<file path="src/pkg/gcr_defs.svh">
// Offsets, reset values, field positions and counts of the general configuration bank
`ifndef GCR_DEFS_SVH
`define GCR_DEFS_SVH
`define ADDR_ANALOG_HI      8'h00
`define ADDR_ANALOG_LO      8'h01
`define ADDR_PIN3           8'h02
`define ADDR_PIN2           8'h03
`define ADDR_PIN1           8'h04
`define ADDR_PIN0           8'h05
`define ADDR_HOST_CLOCK     8'h06
`define ADDR_OSC_TEST       8'hB4
`define ADDR_TAIL_STATUS    8'hC0
`define RST_ANALOG_HI       8'h0C
`define RST_ANALOG_LO       8'hC0
`define RST_PIN_GROUND      8'hA2
`define RST_PIN0            8'h0A
`define RST_HOST_CLOCK      8'h00
`define RST_OSC_TEST        8'h21
`define SPI_HDR_WRITE       8'h00
`define SPI_HDR_READ        8'h01
`define HCK_EN_BIT          7
`define HCK_TAIL_MSB        6
`define HCK_TAIL_LSB        5
`define HCK_RATIO_MSB       4
`define HCK_RATIO_LSB       1
`define HCK_RC_BIT          0
`define OSC_PD_BIT          3
`define PIN_MODE_ANALOG     2'h0
`define TAIL_CNT_64         10'h040
`define TAIL_CNT_256        10'h100
`define TAIL_CNT_512        10'h200
`define RC_DIV_LAST         7'h7F
`endif

</file>
<file path="src/pkg/gcr_pkg.sv">
// Types shared by the general configuration bank
package gcr_pkg;
  typedef enum logic [1:0]
  {
    BLD_2V7 = 2'h0,
    BLD_2V5 = 2'h1,
    BLD_2V3 = 2'h2,
    BLD_2V1 = 2'h3
  } bld_level_e;
  typedef enum {TAIL_RUN, TAIL_COUNT, TAIL_STOP} tail_e;
  typedef logic [7:0] reg_t;
endpackage

</file>
<file path="src/core/general_config_registers.sv">
// General configuration register bank with SPI access and host clock divider
`include "gcr_defs.svh"
module general_config_registers
(
  input  logic                   I_CLK,
  input  logic                   I_RESET_N,
  input  logic                   I_SPI_CS_N,
  input  logic                   I_SPI_SCLK,
  input  logic                   I_SPI_MOSI,
  output logic                   O_SPI_MISO,
  output logic                   O_SPI_MISO_OE,
  input  logic                   I_RC_CLK,
  input  logic                   I_SLEEP,
  input  logic                   I_STANDBY,
  output gcr_pkg::bld_level_e    O_BATTERY_THRESHOLD_SELECT,
  output logic [2:0]             O_CRYSTAL_STARTUP_DRIVE,
  output logic                   O_CRYSTAL_FREQUENCY_SELECT,
  output logic                   O_AES_ENABLE,
  output logic                   O_REFERENCE_SOURCE_SELECT,
  output logic                   O_UNDERVOLTAGE_DETECT_ENABLE,
  output logic                   O_LOW_BATTERY_DETECTOR_ENABLE,
  output logic                   O_TEMPERATURE_SENSOR_ENABLE,
  output logic [19:0]            O_PIN_SELECT,
  output logic [7:0]             O_PIN_MODE,
  output logic                   O_PIN0_ANALOG,
  output logic                   O_CLOCK_DIVIDER_POWERDOWN,
  output logic                   O_HOST_CLK_TICK,
  output logic                   O_HOST_CLK_SOURCE_RC,
  output logic                   O_STANDBY_NOTICE
);
  import gcr_pkg::*;

  // Bit 3 flags a mapped address, low bits index the store
  function automatic logic [3:0] reg_index(input logic [7:0] a);
    unique case (a)
      `ADDR_ANALOG_HI:  reg_index = 4'h8;
      `ADDR_ANALOG_LO:  reg_index = 4'h9;
      `ADDR_PIN3:       reg_index = 4'hA;
      `ADDR_PIN2:       reg_index = 4'hB;
      `ADDR_PIN1:       reg_index = 4'hC;
      `ADDR_PIN0:       reg_index = 4'hD;
      `ADDR_HOST_CLOCK: reg_index = 4'hE;
      `ADDR_OSC_TEST:   reg_index = 4'hF;
      default:          reg_index = 4'h0;
    endcase
  endfunction

  // Denominator of the crystal ratio; numerator is 2 only for code 1
  function automatic logic [7:0] xo_den(input logic [3:0] code);
    unique case (code)
      4'h0: xo_den = 8'h01;
      4'h1: xo_den = 8'h03;
      4'h2: xo_den = 8'h02;
      4'h3: xo_den = 8'h03;
      4'h4: xo_den = 8'h04;
      4'h5: xo_den = 8'h06;
      4'h6: xo_den = 8'h08;
      4'h7: xo_den = 8'h0C;
      4'h8: xo_den = 8'h10;
      4'h9: xo_den = 8'h18;
      4'hA: xo_den = 8'h24;
      4'hB: xo_den = 8'h30;
      4'hC: xo_den = 8'h40;
      4'hD: xo_den = 8'h60;
      4'hE: xo_den = 8'h80;
      4'hF: xo_den = 8'hC0;
    endcase
  endfunction

  // Pins: 0 chip select, 1 serial clock, 2 serial data in, 3 RC clock
  logic [3:0] sync1, sync2, sync3, filt, next_filt;
  logic [7:0] cfg [0:7];
  logic [7:0] next_cfg [0:7];
  logic [2:0] bit_cnt, next_bit_cnt;
  logic [1:0] byte_cnt, next_byte_cnt;
  logic [7:0] shift_in, next_shift_in, shift_out, next_shift_out, addr, next_addr;
  logic       is_read, next_is_read, is_valid, next_is_valid, miso, next_miso;
  logic       tail_flag, next_tail_flag;
  logic       sclk_rise, sclk_fall, byte_done, commit, rd_load;
  logic [7:0] rd_addr, rd_data, sin;
  logic [3:0] rd_idx, wr_idx;

  always_comb
  begin
    for (int i = 0; i < 4; i++)
      next_filt[i] = (sync2[i] == sync3[i]) ? sync2[i] : filt[i];
  end

  assign sclk_rise = !filt[0] && next_filt[1] && !filt[1];
  assign sclk_fall = !filt[0] && !next_filt[1] && filt[1];
  assign sin       = {shift_in[6:0], filt[2]};
  assign byte_done = sclk_rise && (bit_cnt == 3'h7);
  assign commit    = byte_done && (byte_cnt == 2'h2) && is_valid && !is_read;
  assign rd_load   = byte_done && is_valid && is_read && (byte_cnt != 2'h0);
  assign rd_addr   = (byte_cnt == 2'h1) ? sin : addr + 8'h01;
  assign rd_idx    = reg_index(rd_addr);
  assign wr_idx    = reg_index(addr);

  always_comb
  begin
    rd_data = 8'h00;
    if (rd_idx[3])
      rd_data = cfg[rd_idx[2:0]];
    else if (rd_addr == `ADDR_TAIL_STATUS)
      rd_data = {7'h00, tail_flag};
  end

  logic       rc_rise, src_rc, next_src_rc, standby_q, notice, next_notice;
  logic       tick_q, next_tick, gen, allowed, enter;
  logic [7:0] acc, next_acc, acc_sum, den;
  logic [6:0] rc_cnt, next_rc_cnt;
  logic [9:0] tail_cnt, next_tail_cnt;
  tail_e      tail_state, next_tail_state;

  always_comb
  begin
    next_bit_cnt   = bit_cnt;
    next_byte_cnt  = byte_cnt;
    next_shift_in  = shift_in;
    next_shift_out = shift_out;
    next_addr      = addr;
    next_is_read   = is_read;
    next_is_valid  = is_valid;
    next_miso      = miso;
    next_cfg       = cfg;
    next_tail_flag = tail_flag;
    if (filt[0])
    begin
      next_bit_cnt  = 3'h0;
      next_byte_cnt = 2'h0;
    end
    else if (sclk_rise)
    begin
      next_shift_in = sin;
      next_bit_cnt  = bit_cnt + 3'h1;
      if (byte_done)
      begin
        if (byte_cnt != 2'h2)
          next_byte_cnt = byte_cnt + 2'h1;
        unique case (byte_cnt)
          2'h0:
          begin
            next_is_read  = (sin == `SPI_HDR_READ);
            next_is_valid = (sin == `SPI_HDR_READ) || (sin == `SPI_HDR_WRITE);
          end
          2'h1:    next_addr = sin;
          default: next_addr = addr + 8'h01;
        endcase
        if (rd_load)
          next_shift_out = rd_data;
      end
    end
    else if (sclk_fall)
    begin
      next_miso      = shift_out[7];
      next_shift_out = {shift_out[6:0], 1'b0};
    end
    if (commit && wr_idx[3])
      next_cfg[wr_idx[2:0]] = sin;
    // Status ignores writes; a read clears it, but a new event wins
    if (rd_load && rd_addr == `ADDR_TAIL_STATUS)
      next_tail_flag = 1'b0;
    if (enter)
      next_tail_flag = 1'b1;
  end

  always_ff @(posedge I_CLK or negedge I_RESET_N)
  begin
    if (!I_RESET_N)
    begin
      // Idle levels: select high, serial clock low, so no false edge follows reset
      sync1     <= 4'h1;
      sync2     <= 4'h1;
      sync3     <= 4'h1;
      filt      <= 4'h1;
      bit_cnt   <= 3'h0;
      byte_cnt  <= 2'h0;
      shift_in  <= 8'h00;
      shift_out <= 8'h00;
      addr      <= 8'h00;
      is_read   <= 1'b0;
      is_valid  <= 1'b0;
      miso      <= 1'b0;
      tail_flag <= 1'b0;
      cfg[0]    <= `RST_ANALOG_HI;
      cfg[1]    <= `RST_ANALOG_LO;
      cfg[2]    <= `RST_PIN_GROUND;
      cfg[3]    <= `RST_PIN_GROUND;
      cfg[4]    <= `RST_PIN_GROUND;
      cfg[5]    <= `RST_PIN0;
      cfg[6]    <= `RST_HOST_CLOCK;
      cfg[7]    <= `RST_OSC_TEST;
    end
    else
    begin
      sync1     <= {I_RC_CLK, I_SPI_MOSI, I_SPI_SCLK, I_SPI_CS_N};
      sync2     <= sync1;
      sync3     <= sync2;
      filt      <= next_filt;
      bit_cnt   <= next_bit_cnt;
      byte_cnt  <= next_byte_cnt;
      shift_in  <= next_shift_in;
      shift_out <= next_shift_out;
      addr      <= next_addr;
      is_read   <= next_is_read;
      is_valid  <= next_is_valid;
      miso      <= next_miso;
      tail_flag <= next_tail_flag;
      cfg       <= next_cfg;
    end
  end

  // Host clock: one tick per host clock period, fractional ratios by accumulation
  assign rc_rise = next_filt[3] && !filt[3];
  assign den     = xo_den(cfg[6][`HCK_RATIO_MSB:`HCK_RATIO_LSB]);
  assign acc_sum = acc + ((cfg[6][`HCK_RATIO_MSB:`HCK_RATIO_LSB] == 4'h1) ? 8'h02 : 8'h01);
  assign allowed = cfg[6][`HCK_EN_BIT]
                   && !cfg[7][`OSC_PD_BIT] && (tail_state != TAIL_STOP);
  assign enter   = I_STANDBY && !standby_q && (tail_state == TAIL_RUN);

  always_comb
  begin
    next_acc        = acc;
    next_rc_cnt     = rc_cnt;
    next_src_rc     = src_rc;
    next_tail_cnt   = tail_cnt;
    next_tail_state = tail_state;
    next_notice     = enter;
    gen             = 1'b0;
    // Source only swaps on an RC edge so the host never sees a runt pulse
    if (rc_rise)
      next_src_rc = I_SLEEP;
    if (!cfg[7][`OSC_PD_BIT])
    begin
      if (!src_rc)
      begin
        gen      = (acc_sum >= den);
        next_acc = gen ? acc_sum - den : acc_sum;
      end
      else if (rc_rise)
      begin
        gen         = !cfg[6][`HCK_RC_BIT] || (rc_cnt == `RC_DIV_LAST);
        next_rc_cnt = rc_cnt + 7'h01;
      end
    end
    next_tick = gen && allowed;
    unique case (tail_state)
      TAIL_RUN:
        if (enter)
        begin
          unique case (cfg[6][`HCK_TAIL_MSB:`HCK_TAIL_LSB])
            2'h0: next_tail_cnt = 10'h000;
            2'h1: next_tail_cnt = `TAIL_CNT_64;
            2'h2: next_tail_cnt = `TAIL_CNT_256;
            2'h3: next_tail_cnt = `TAIL_CNT_512;
          endcase
          next_tail_state = (cfg[6][`HCK_TAIL_MSB:`HCK_TAIL_LSB] == 2'h0) ? TAIL_STOP
                                                                           : TAIL_COUNT;
        end
      TAIL_COUNT:
        if (!I_STANDBY)
          next_tail_state = TAIL_RUN;
        else if (next_tick)
        begin
          next_tail_cnt = tail_cnt - 10'h001;
          if (tail_cnt == 10'h001)
            next_tail_state = TAIL_STOP;
        end
      TAIL_STOP:
        if (!I_STANDBY)
          next_tail_state = TAIL_RUN;
    endcase
  end

  always_ff @(posedge I_CLK or negedge I_RESET_N)
  begin
    if (!I_RESET_N)
    begin
      acc        <= 8'h00;
      rc_cnt     <= 7'h00;
      src_rc     <= 1'b0;
      standby_q  <= 1'b0;
      notice     <= 1'b0;
      tick_q     <= 1'b0;
      tail_cnt   <= 10'h000;
      tail_state <= TAIL_RUN;
    end
    else
    begin
      acc        <= next_acc;
      rc_cnt     <= next_rc_cnt;
      src_rc     <= next_src_rc;
      standby_q  <= I_STANDBY;
      notice     <= next_notice;
      tick_q     <= next_tick;
      tail_cnt   <= next_tail_cnt;
      tail_state <= next_tail_state;
    end
  end

  assign O_SPI_MISO                    = miso;
  assign O_SPI_MISO_OE                 = !filt[0];
  assign O_BATTERY_THRESHOLD_SELECT    = bld_level_e'(cfg[0][1:0]);
  assign O_CRYSTAL_STARTUP_DRIVE       = cfg[0][4:2];
  assign O_CRYSTAL_FREQUENCY_SELECT    = cfg[1][6];
  assign O_AES_ENABLE                  = cfg[1][5];
  assign O_REFERENCE_SOURCE_SELECT     = cfg[1][4];
  assign O_UNDERVOLTAGE_DETECT_ENABLE  = cfg[1][2];
  assign O_LOW_BATTERY_DETECTOR_ENABLE = cfg[1][1];
  assign O_TEMPERATURE_SENSOR_ENABLE   = cfg[1][0];
  assign O_PIN_SELECT  = {cfg[2][7:3], cfg[3][7:3], cfg[4][7:3], cfg[5][7:3]};
  assign O_PIN_MODE    = {cfg[2][1:0], cfg[3][1:0], cfg[4][1:0], cfg[5][1:0]};
  assign O_PIN0_ANALOG = (cfg[5][1:0] == `PIN_MODE_ANALOG);
  assign O_CLOCK_DIVIDER_POWERDOWN     = cfg[7][`OSC_PD_BIT];
  assign O_HOST_CLK_TICK               = tick_q;
  assign O_HOST_CLK_SOURCE_RC          = src_rc;
  assign O_STANDBY_NOTICE              = notice;

  property p_rr_clear;
    @(posedge I_CLK) disable iff (!I_RESET_N)
      rd_load && rd_addr == `ADDR_TAIL_STATUS && !enter |=> !tail_flag;
  endproperty
  a_rr_clear: assert property (p_rr_clear) else $error("status not cleared by read");
  property p_write;
    @(posedge I_CLK) disable iff (!I_RESET_N)
      commit && addr == `ADDR_HOST_CLOCK |=> cfg[6] == $past(sin);
  endproperty
  a_write: assert property (p_write) else $error("write did not land");
  property p_pd_stop;
    @(posedge I_CLK) disable iff (!I_RESET_N)
      cfg[7][`OSC_PD_BIT] |=> !O_HOST_CLK_TICK;
  endproperty
  a_pd_stop: assert property (p_pd_stop) else $error("tick while dividers down");
  property p_en_off;
    @(posedge I_CLK) disable iff (!I_RESET_N)
      !cfg[6][`HCK_EN_BIT] |=> !O_HOST_CLK_TICK;
  endproperty
  a_en_off: assert property (p_en_off) else $error("tick while host clock off");
  property p_ratio_one;
    @(posedge I_CLK) disable iff (!I_RESET_N)
      allowed && !src_rc && cfg[6][4:1] == 4'h0 |=> O_HOST_CLK_TICK;
  endproperty
  a_ratio_one: assert property (p_ratio_one) else $error("ratio 1 missed a tick");
  property p_src_edge;
    @(posedge I_CLK) disable iff (!I_RESET_N)
      $changed(src_rc) |-> $past(rc_rise);
  endproperty
  a_src_edge: assert property (p_src_edge) else $error("source switched off RC edge");
  property p_notice;
    @(posedge I_CLK) disable iff (!I_RESET_N)
      enter |=> O_STANDBY_NOTICE ##1 !O_STANDBY_NOTICE;
  endproperty
  a_notice: assert property (p_notice) else $error("standby notice missing");
  property p_tail_none;
    @(posedge I_CLK) disable iff (!I_RESET_N)
      enter && cfg[6][6:5] == 2'h0 |=> ##1 !O_HOST_CLK_TICK [*3];
  endproperty
  a_tail_none: assert property (p_tail_none) else $error("tick after zero tail");
  property p_unmapped;
    @(posedge I_CLK) disable iff (!I_RESET_N)
      rd_load && !rd_idx[3] && rd_addr != `ADDR_TAIL_STATUS |=> shift_out == 8'h00;
  endproperty
  a_unmapped: assert property (p_unmapped) else $error("unmapped read not zero");
endmodule

</file>
<file path="config.mk">
export PLATFORM = sky130hd
export DESIGN_NAME = general_config_registers
export DESIGN_NICKNAME = d
export VERILOG_FILES = /design/src/pkg/gcr_pkg.sv /design/src/core/general_config_registers.sv
export VERILOG_INCLUDE_DIRS = /design/src /design/src/pkg
export SDC_FILE = /design/constraint.sdc
export NUM_CORES = 1
export LEC_CHECK = 0
export BUFFER_PORTS_ARGS = -buffer_cell sky130_fd_sc_hd__buf_2
export CORE_ASPECT_RATIO = 2
export CORE_MARGIN = 2
export CORE_UTILIZATION = 56
export CTS_CLUSTER_DIAMETER = 80
export DETAILED_ROUTE_END_ITERATION = 8
export PLACE_DENSITY = 0.81
export SYNTH_ARGS = -nofsm -noshare
export SYNTH_HDL_FRONTEND = slang
export SYNTH_SLANG_ARGS = --single-unit
</file>
<file path="constraint.sdc">
create_clock -name I_CLK -period 5.04 [get_ports I_CLK]
set_input_delay 0.252 -clock I_CLK [delete_from_list [all_inputs] [get_ports I_CLK]]
set_output_delay 0.252 -clock I_CLK [all_outputs]
set_load 0.02 [all_outputs]
</file>
### Word-level counts from Yosys, hierarchy flattened

Memory sizes are Yosys's and may differ from the RTL's.
Cells that the tools add are included.

* word-level logic and storage cells: 189
* output and inout port bits: 46
* register bits after elaboration: 173
* memory bits (read-only): 128
* memories: 1
* input bits: 8

Memories
* (name not given): depth 16, bits a word 8, read ports 1, clocked after memory_dff 0, wr ports 0, RTL line general_config_registers.sv:50 `unique case (code)`

* muxes and demuxes: 43
* order comparisons: 4
* bitwise gates (word level): 7
* equality and inequality tests: 41
* add/sub/neg operators: 7
* reductions and logical operators: 55

Operators with widths (number)
* 32-bit 2-to-1 mux: 5
* 32-bit one-hot mux with 3 select lines: 1
* 8-bit 2-to-1 mux: 10
* 64-bit bitwise mux: 1
* 32-bit logical NOT: 2
* 4-bit one-hot mux with 8 select lines: 2
* 8-bit by 3-bit == test with 1-bit output (second input constant): 6
* 10-bit one-hot mux with 4 select lines: 1
* 32-bit by 1-bit == test with 1-bit output (second input constant): 1
* 32-bit by 2-bit == test with 1-bit output (second input constant): 1
* 8-bit by 2-bit == test with 1-bit output (second input constant): 4
* 32-bit by 3-bit inequality test with 1-bit output (second input constant): 1
* 10-bit 2-to-1 mux: 3
* 8-bit binary-select mux with 3-bit select: 1
* 8-bit demux with 3-bit select: 1
* 8-bit by 1-bit == test with 1-bit output (second input constant): 3
* 8-bit == test (second input constant): 3
* 8-bit logical NOT: 3
* 1-bit logical AND: 20
* 10-bit one-hot mux with 2 select lines: 1
* 4-bit AND reduction: 5
* 8-bit one-hot mux with 2 select lines: 1
* 2-bit nonzero test: 7
* 2-bit 2-to-1 mux: 6
* other kinds (29): 68

### Longest topological paths before layout

* word-level depth: 12
* gate-level depth with buffers: 18

### Worst setup path before layout

Ideal clock, no wire load.

* path type: register to register
* start: register cfg[12] (netlist bit)
* end: register tail_state[0]
* slack: 0.909 ns
* arrival time: 4.006 ns
* required time: 4.915 ns
* setup time: 0.125 ns
* stages on the path, launching flop included: 16
* cell sequence: dfrtp_1 > clkbuf_1 > or3_1 > ha_1 > inv_1 > fa_1 > fa_1 > nor2b_1 > o21ai_0 > a21boi_0 > o21ai_0 > a31oi_1 > o21bai_1 > a2111oi_0 > o21ai_0 > mux2_2

* cells in the longest elaborated chain, start to end: 9
* elaborated cells between the ends (all ways): 10

RTL lines
* start, declared: RTL line general_config_registers.sv:72 `logic [7:0] cfg [0:7];`
* start signal, assigned: RTL line general_config_registers.sv:209 `cfg <= next_cfg;`
* 4-bit by 1-bit == test with 1-bit output: RTL line general_config_registers.sv:216 `` assign acc_sum = acc + ((cfg[6][`HCK_RATIO_MSB:`HCK_RATIO_LSB] == 4'h1) ? 8'h02 : 8'h01); ``
* 2-bit 2-to-1 mux: RTL line general_config_registers.sv:216
* 8-bit by 2-bit adder with 8-bit output: RTL line general_config_registers.sv:216
* 8-bit >= comparator *: RTL line general_config_registers.sv:237 `gen = (acc_sum >= den);`
* 1-bit 2-to-1 mux *: RTL line general_config_registers.sv:235 `if (!src_rc)`
* 1-bit 2-to-1 mux *: RTL line general_config_registers.sv:233 `` if (!cfg[7][`OSC_PD_BIT]) ``
* 1-bit logical AND *: RTL line general_config_registers.sv:246 `next_tick = gen && allowed;`
* 3-bit inequality test (no source line) *
* 4-bit AND reduction (no source line) *
* end signal, assigned: RTL line general_config_registers.sv:297 `tail_state <= next_tail_state;`
* end, declared: RTL line general_config_registers.sv:113 `tail_e tail_state, next_tail_state;`

Every way passes the cells marked *; elsewhere a longest branch is shown, timed or not.
A chain may end at the register's enable or synchronous reset.

### Worst setup path in the final report

* start: register cfg[10] (netlist bit)
* end: register tail_state[0]

Same word-level chain as after synthesis.

==> impl_metrics.prom <==
# TYPE chip_impl_metric gauge
chip_impl_metric{name="maxClockFrequency",unit="MHz"} 213
chip_impl_metric{name="cts_made_buffers",unit=""} 17
chip_impl_metric{name="share_seq_of_total_power",unit="%"} 38.7
chip_impl_metric{name="wl_per_cell",unit="µm"} 19.8
chip_impl_metric{name="drtPass1Iterations",unit=""} 5
chip_impl_metric{name="yosysWarnings",unit=""} 0
chip_impl_metric{name="clock_period_minus_worst_slack",unit="ns"} 4.71
chip_impl_metric{name="dpl-instance-area",unit="µm²"} 8010
chip_impl_metric{name="design.core.area",unit="µm²"} 13800
chip_impl_metric{name="route.vias.total",unit=""} 5824
chip_impl_metric{name="ys_seq_area_share",unit="%"} 46.1
chip_impl_metric{name="p_sw",unit="W"} 0.00114
chip_impl_info{name="timing_worst_setup_path_type",value="reg2reg"} 1
chip_impl_metric{name="ioPinCount",unit=""} 54
chip_impl_metric{name="post_dp_hpwl",unit="µm"} 13900
chip_impl_metric{name="sw_frac_of_total",unit="%"} 31.7
chip_impl_metric{name="max_cap_violations",unit=""} 0
chip_impl_metric{name="netlist_area",unit="µm²"} 7830
chip_impl_metric{name="initial_core_util",unit="%"} 56.7
chip_impl_info{name="most_used_dff_post_synth",value="dfrtp_1"} 1
chip_impl_metric{name="clk_transition_reported_paths",unit="ns"} 0.06
chip_impl_metric{name="grt_use_total",unit="%"} 27.2
chip_impl_metric{name="grt_overflow",unit=""} 0
chip_impl_metric{name="port-buffer-count",unit=""} 53
chip_impl_metric{name="setup_violations",unit=""} 0
chip_impl_metric{name="antennaDiodeCount",unit=""} 0
chip_impl_metric{name="p_comb_share",unit="%"} 23.9
chip_impl_metric{name="vias_in_the_first_global_route",unit=""} 6078
chip_impl_metric{name="async_reset_ff_share",unit="%"} 100
chip_impl_info{name="startpoint_type",value="flop"} 1
chip_impl_metric{name="syn-mean-instance-area",unit="µm²"} 10.4
chip_impl_info{name="worst_setup_path_end_kind",value="flop"} 1
chip_impl_metric{name="cp.required",unit="ns"} 5.35
chip_impl_metric{name="drtAntennaViolNets",unit=""} 0
chip_impl_metric{name="final_cells",unit=""} 980
chip_impl_metric{name="grt_pass1_wl",unit="µm"} 31000
chip_impl_info{name="area_leader_netlist",value="dfrtp_1"} 1
chip_impl_info{name="run_status",value="complete, no violations"} 1
chip_impl_metric{name="synthDominantCellAreaShare",unit="%"} 39.0
chip_impl_info{name="yosysMostFrequentCell",value="dfrtp_1"} 1
chip_impl_metric{name="timing.critical_path.fanout_max",unit=""} 5
chip_impl_metric{name="worst-r2r-setup-slack",unit="ns"} 0.33
chip_impl_metric{name="core.rowCount",unit=""} 61
chip_impl_metric{name="timing.final.crit_share",unit="%"} 93.4
chip_impl_info{name="tritoncts_clock_tree",value="yes"} 1
chip_impl_metric{name="fp.dieW",unit="µm"} 87.6
chip_impl_info{name="synth_top_cells_by_area",value="dfrtp_1 39%, mux2_2 11%, dfstp_2 7.1%, mux2i_1 5.1%, ha_1 4.0%"} 1
chip_impl_metric{name="synth.net_count",unit=""} 790
chip_impl_metric{name="dpl.cell_count",unit=""} 943
chip_impl_metric{name="post-route-cell-area",unit="µm²"} 8700
chip_impl_info{name="clk_root_buffer_cell",value="clkbuf_16"} 1
chip_impl_metric{name="synth_seq_cells",unit=""} 143
chip_impl_metric{name="nNetsFinal",unit=""} 813
chip_impl_metric{name="synthToLayoutAreaGrowth",unit="%"} 11.1
chip_impl_metric{name="vias_per_cell",unit=""} 5.94
chip_impl_metric{name="ctsLongestPathBuffers",unit=""} 2
chip_impl_metric{name="fillCellCount",unit=""} 1071
chip_impl_metric{name="die_boundary_height",unit="µm"} 171
chip_impl_metric{name="grt_max_degree",unit=""} 100
chip_impl_metric{name="yosys.cell_types.count",unit=""} 63
chip_impl_metric{name="grt_antenna_before_repair",unit=""} 0
chip_impl_metric{name="p_per_area",unit="nW/µm²"} 415
chip_impl_metric{name="place.gp.congestion",unit=""} 0.894
chip_impl_metric{name="first_iter_violations",unit=""} 383
chip_impl_metric{name="finalClockSkew",unit="ns"} 0.0106
chip_impl_metric{name="drcViolationCount",unit=""} 0
chip_impl_info{name="hold_path_class",value="in2reg"} 1
chip_impl_metric{name="vdd_ir_drop_max",unit="V"} 0.000267
chip_impl_metric{name="power_leakage",unit="nW"} 4.36
chip_impl_metric{name="internal_power",unit="W"} 0.00247
chip_impl_metric{name="clock_insertion_delay_worst_skew",unit="ns"} 0.43
chip_impl_metric{name="instance_count_of_the_mapped_netlist",unit=""} 755
chip_impl_metric{name="setup-tns-final",unit="ns"} 0
chip_impl_metric{name="finalWirelength",unit="µm"} 19400
chip_impl_metric{name="finalHoldViolCount",unit=""} 0
chip_impl_metric{name="report.power.total",unit="W"} 0.00361
chip_impl_metric{name="critPathArrivalTime",unit="ns"} 5.02
chip_impl_metric{name="ctsHtreeMaxLevel",unit=""} 4
chip_impl_metric{name="worst_slew_pin_slew",unit="ns"} 1.05
chip_impl_metric{name="post-cts-setup-buffers",unit=""} 0
chip_impl_info{name="synth_top_cells_by_count",value="122 x dfrtp_1, 82 x nand2_1, 73 x mux2_2"} 1
chip_impl_metric{name="finalMaxSlewViolations",unit=""} 0
chip_impl_metric{name="power_frac_clock",unit="%"} 37.5
chip_impl_info{name="grt_setup_unrepaired",value="false"} 1
chip_impl_metric{name="relSlewSlack",unit="%"} 29.7
chip_impl_metric{name="synth_enable_flop_cells",unit=""} 0
chip_impl_metric{name="clock_sink_count",unit=""} 143
chip_impl_metric{name="design.die.area",unit="µm²"} 15000
chip_impl_metric{name="layout-drive-gt1-share",unit="%"} 25.4
==> layout make-up <==
cell class                 instances  area, µm²  area share, %
tap                              189        236           2.72
inverter                          27        101           1.17
sequential                       143       3600           41.5
clock inverter                    12        185           2.13
clock buffer                      20        447           5.14
timing repair buffer              68        397           4.56
multi-input combinational        521       3720           42.8
==> power groups by stage <==
stage                     logic, W  clock network (W)  registers, W
after floorplan           0.000646                  0       0.00135
after CTS                 0.000860            0.00137       0.00139
after global placement    0.000822                  0       0.00140
after global routing      0.000968            0.00142       0.00140
final                     0.000861            0.00135       0.00139
after detailed placement  0.000846                  0       0.00141
==> worst paths after layout <==
path,end,cells past startpoint,from
min in group asynchronous,bit_cnt[0]$_DFFE_PN0P_,2,I_RESET_N
max in group asynchronous,O_PIN_SELECT[7]$_DFFE_PN1P_,3,I_RESET_N
min,standby_q$_DFF_PN0_,1,I_STANDBY
max reg2reg,tail_state[0]$_DFFE_PN0P_,17,cfg[10]$_DFFE_PN0P_
min reg2reg,sync2[1]$_DFF_PN0_,0,sync1[1]$_DFF_PN0_
max,tail_state[0]$_DFFE_PN0P_,17,cfg[10]$_DFFE_PN0P_
==> routing by layer <==
| metal | up-vias | routed length, µm | track usage [%] |
|---|---|---|---|
| met2 | 162 | 11100 | 50.7 |
| met4 | 0 | 830 | 14.4 |
| li1 | 2687 | - | - |
| met5 | - | 0 | 0 |
| met3 | 50 | 630 | 5.28 |
| met1 | 2925 | 6840 | 27.5 |
==> per-stage QoR <==
stage | util (%) | setup WS [ns] | hold WS (ns)
floorplan | - | 0.909 | -0.0436
global placement | 58.0 | 0.514 | 0.332
detailed placement | 58.0 | 0.275 | 0.336
CTS | 62.9 | 0.251 | 0.00803
global route | 62.9 | 0.0811 | 0.0171
finish | 62.9 | 0.334 | 0.0240
==> placed cells by master, fill, tap and decap left out, types with 12 or more instances in the layout <==
cell type	netlist	routed
a21oi_1	25	25
buf_2	8	52
clkbuf_16	0	17
dfrtp_1	122	122
dfstp_2	21	21
ha_1	25	25
inv_1	27	27
mux2_2	73	73
mux2i_1	40	40
nand2_1	82	82
nand3_1	27	27
nor2_1	51	51
nor3_1	14	14
o21ai_0	30	30
xnor2_1	12	12
==> logic make-up after synthesis <==
group                    Yosys count  share of synthesized area, %
AO/OA/AOI/OAI                    121                          10.1
multiplexers                     113                          15.6
buffers and inverters             91                          6.36
XOR/XNOR                          20                          2.24
flip-flops                       143                          46.1
AND/OR/NAND/NOR                  236                          14.6
adder cells (fa/ha/maj)           31                          5.02
==> worst max-delay path: stages (launching register included) <==
cell       delay (ns)
dfrtp_1          0.43
inv_1            0.15
nand2_1          0.10
or3_1            0.38
ha_1             0.22
inv_1            0.07
fa_1             0.48
fa_1             0.48
nor2b_1          0.13
o21ai_0          0.10
a21boi_0         0.25
o21ai_0          0.15
a31oi_1          0.35
buf_4            0.21
o21bai_1         0.06
a2111oi_1        0.51
o21ai_0          0.22
mux2_2           0.31
==> state kept, by name, summed over array words and instances, names as in the netlist, 8 cells and up <==
register      flops
O_PIN_MODE        8
O_PIN_SELECT     20
acc               8
addr              8
cfg              24
shift_out         8
tail_cnt         10
==> timing repair <==
item	CTS	global route
setup endpoints to repair	0	1
endpoints found under the hold margin	87	0
hold buffers	5	0
gates resized for setup	0	1
Note: power is estimated with default switching activity, not from simulation.
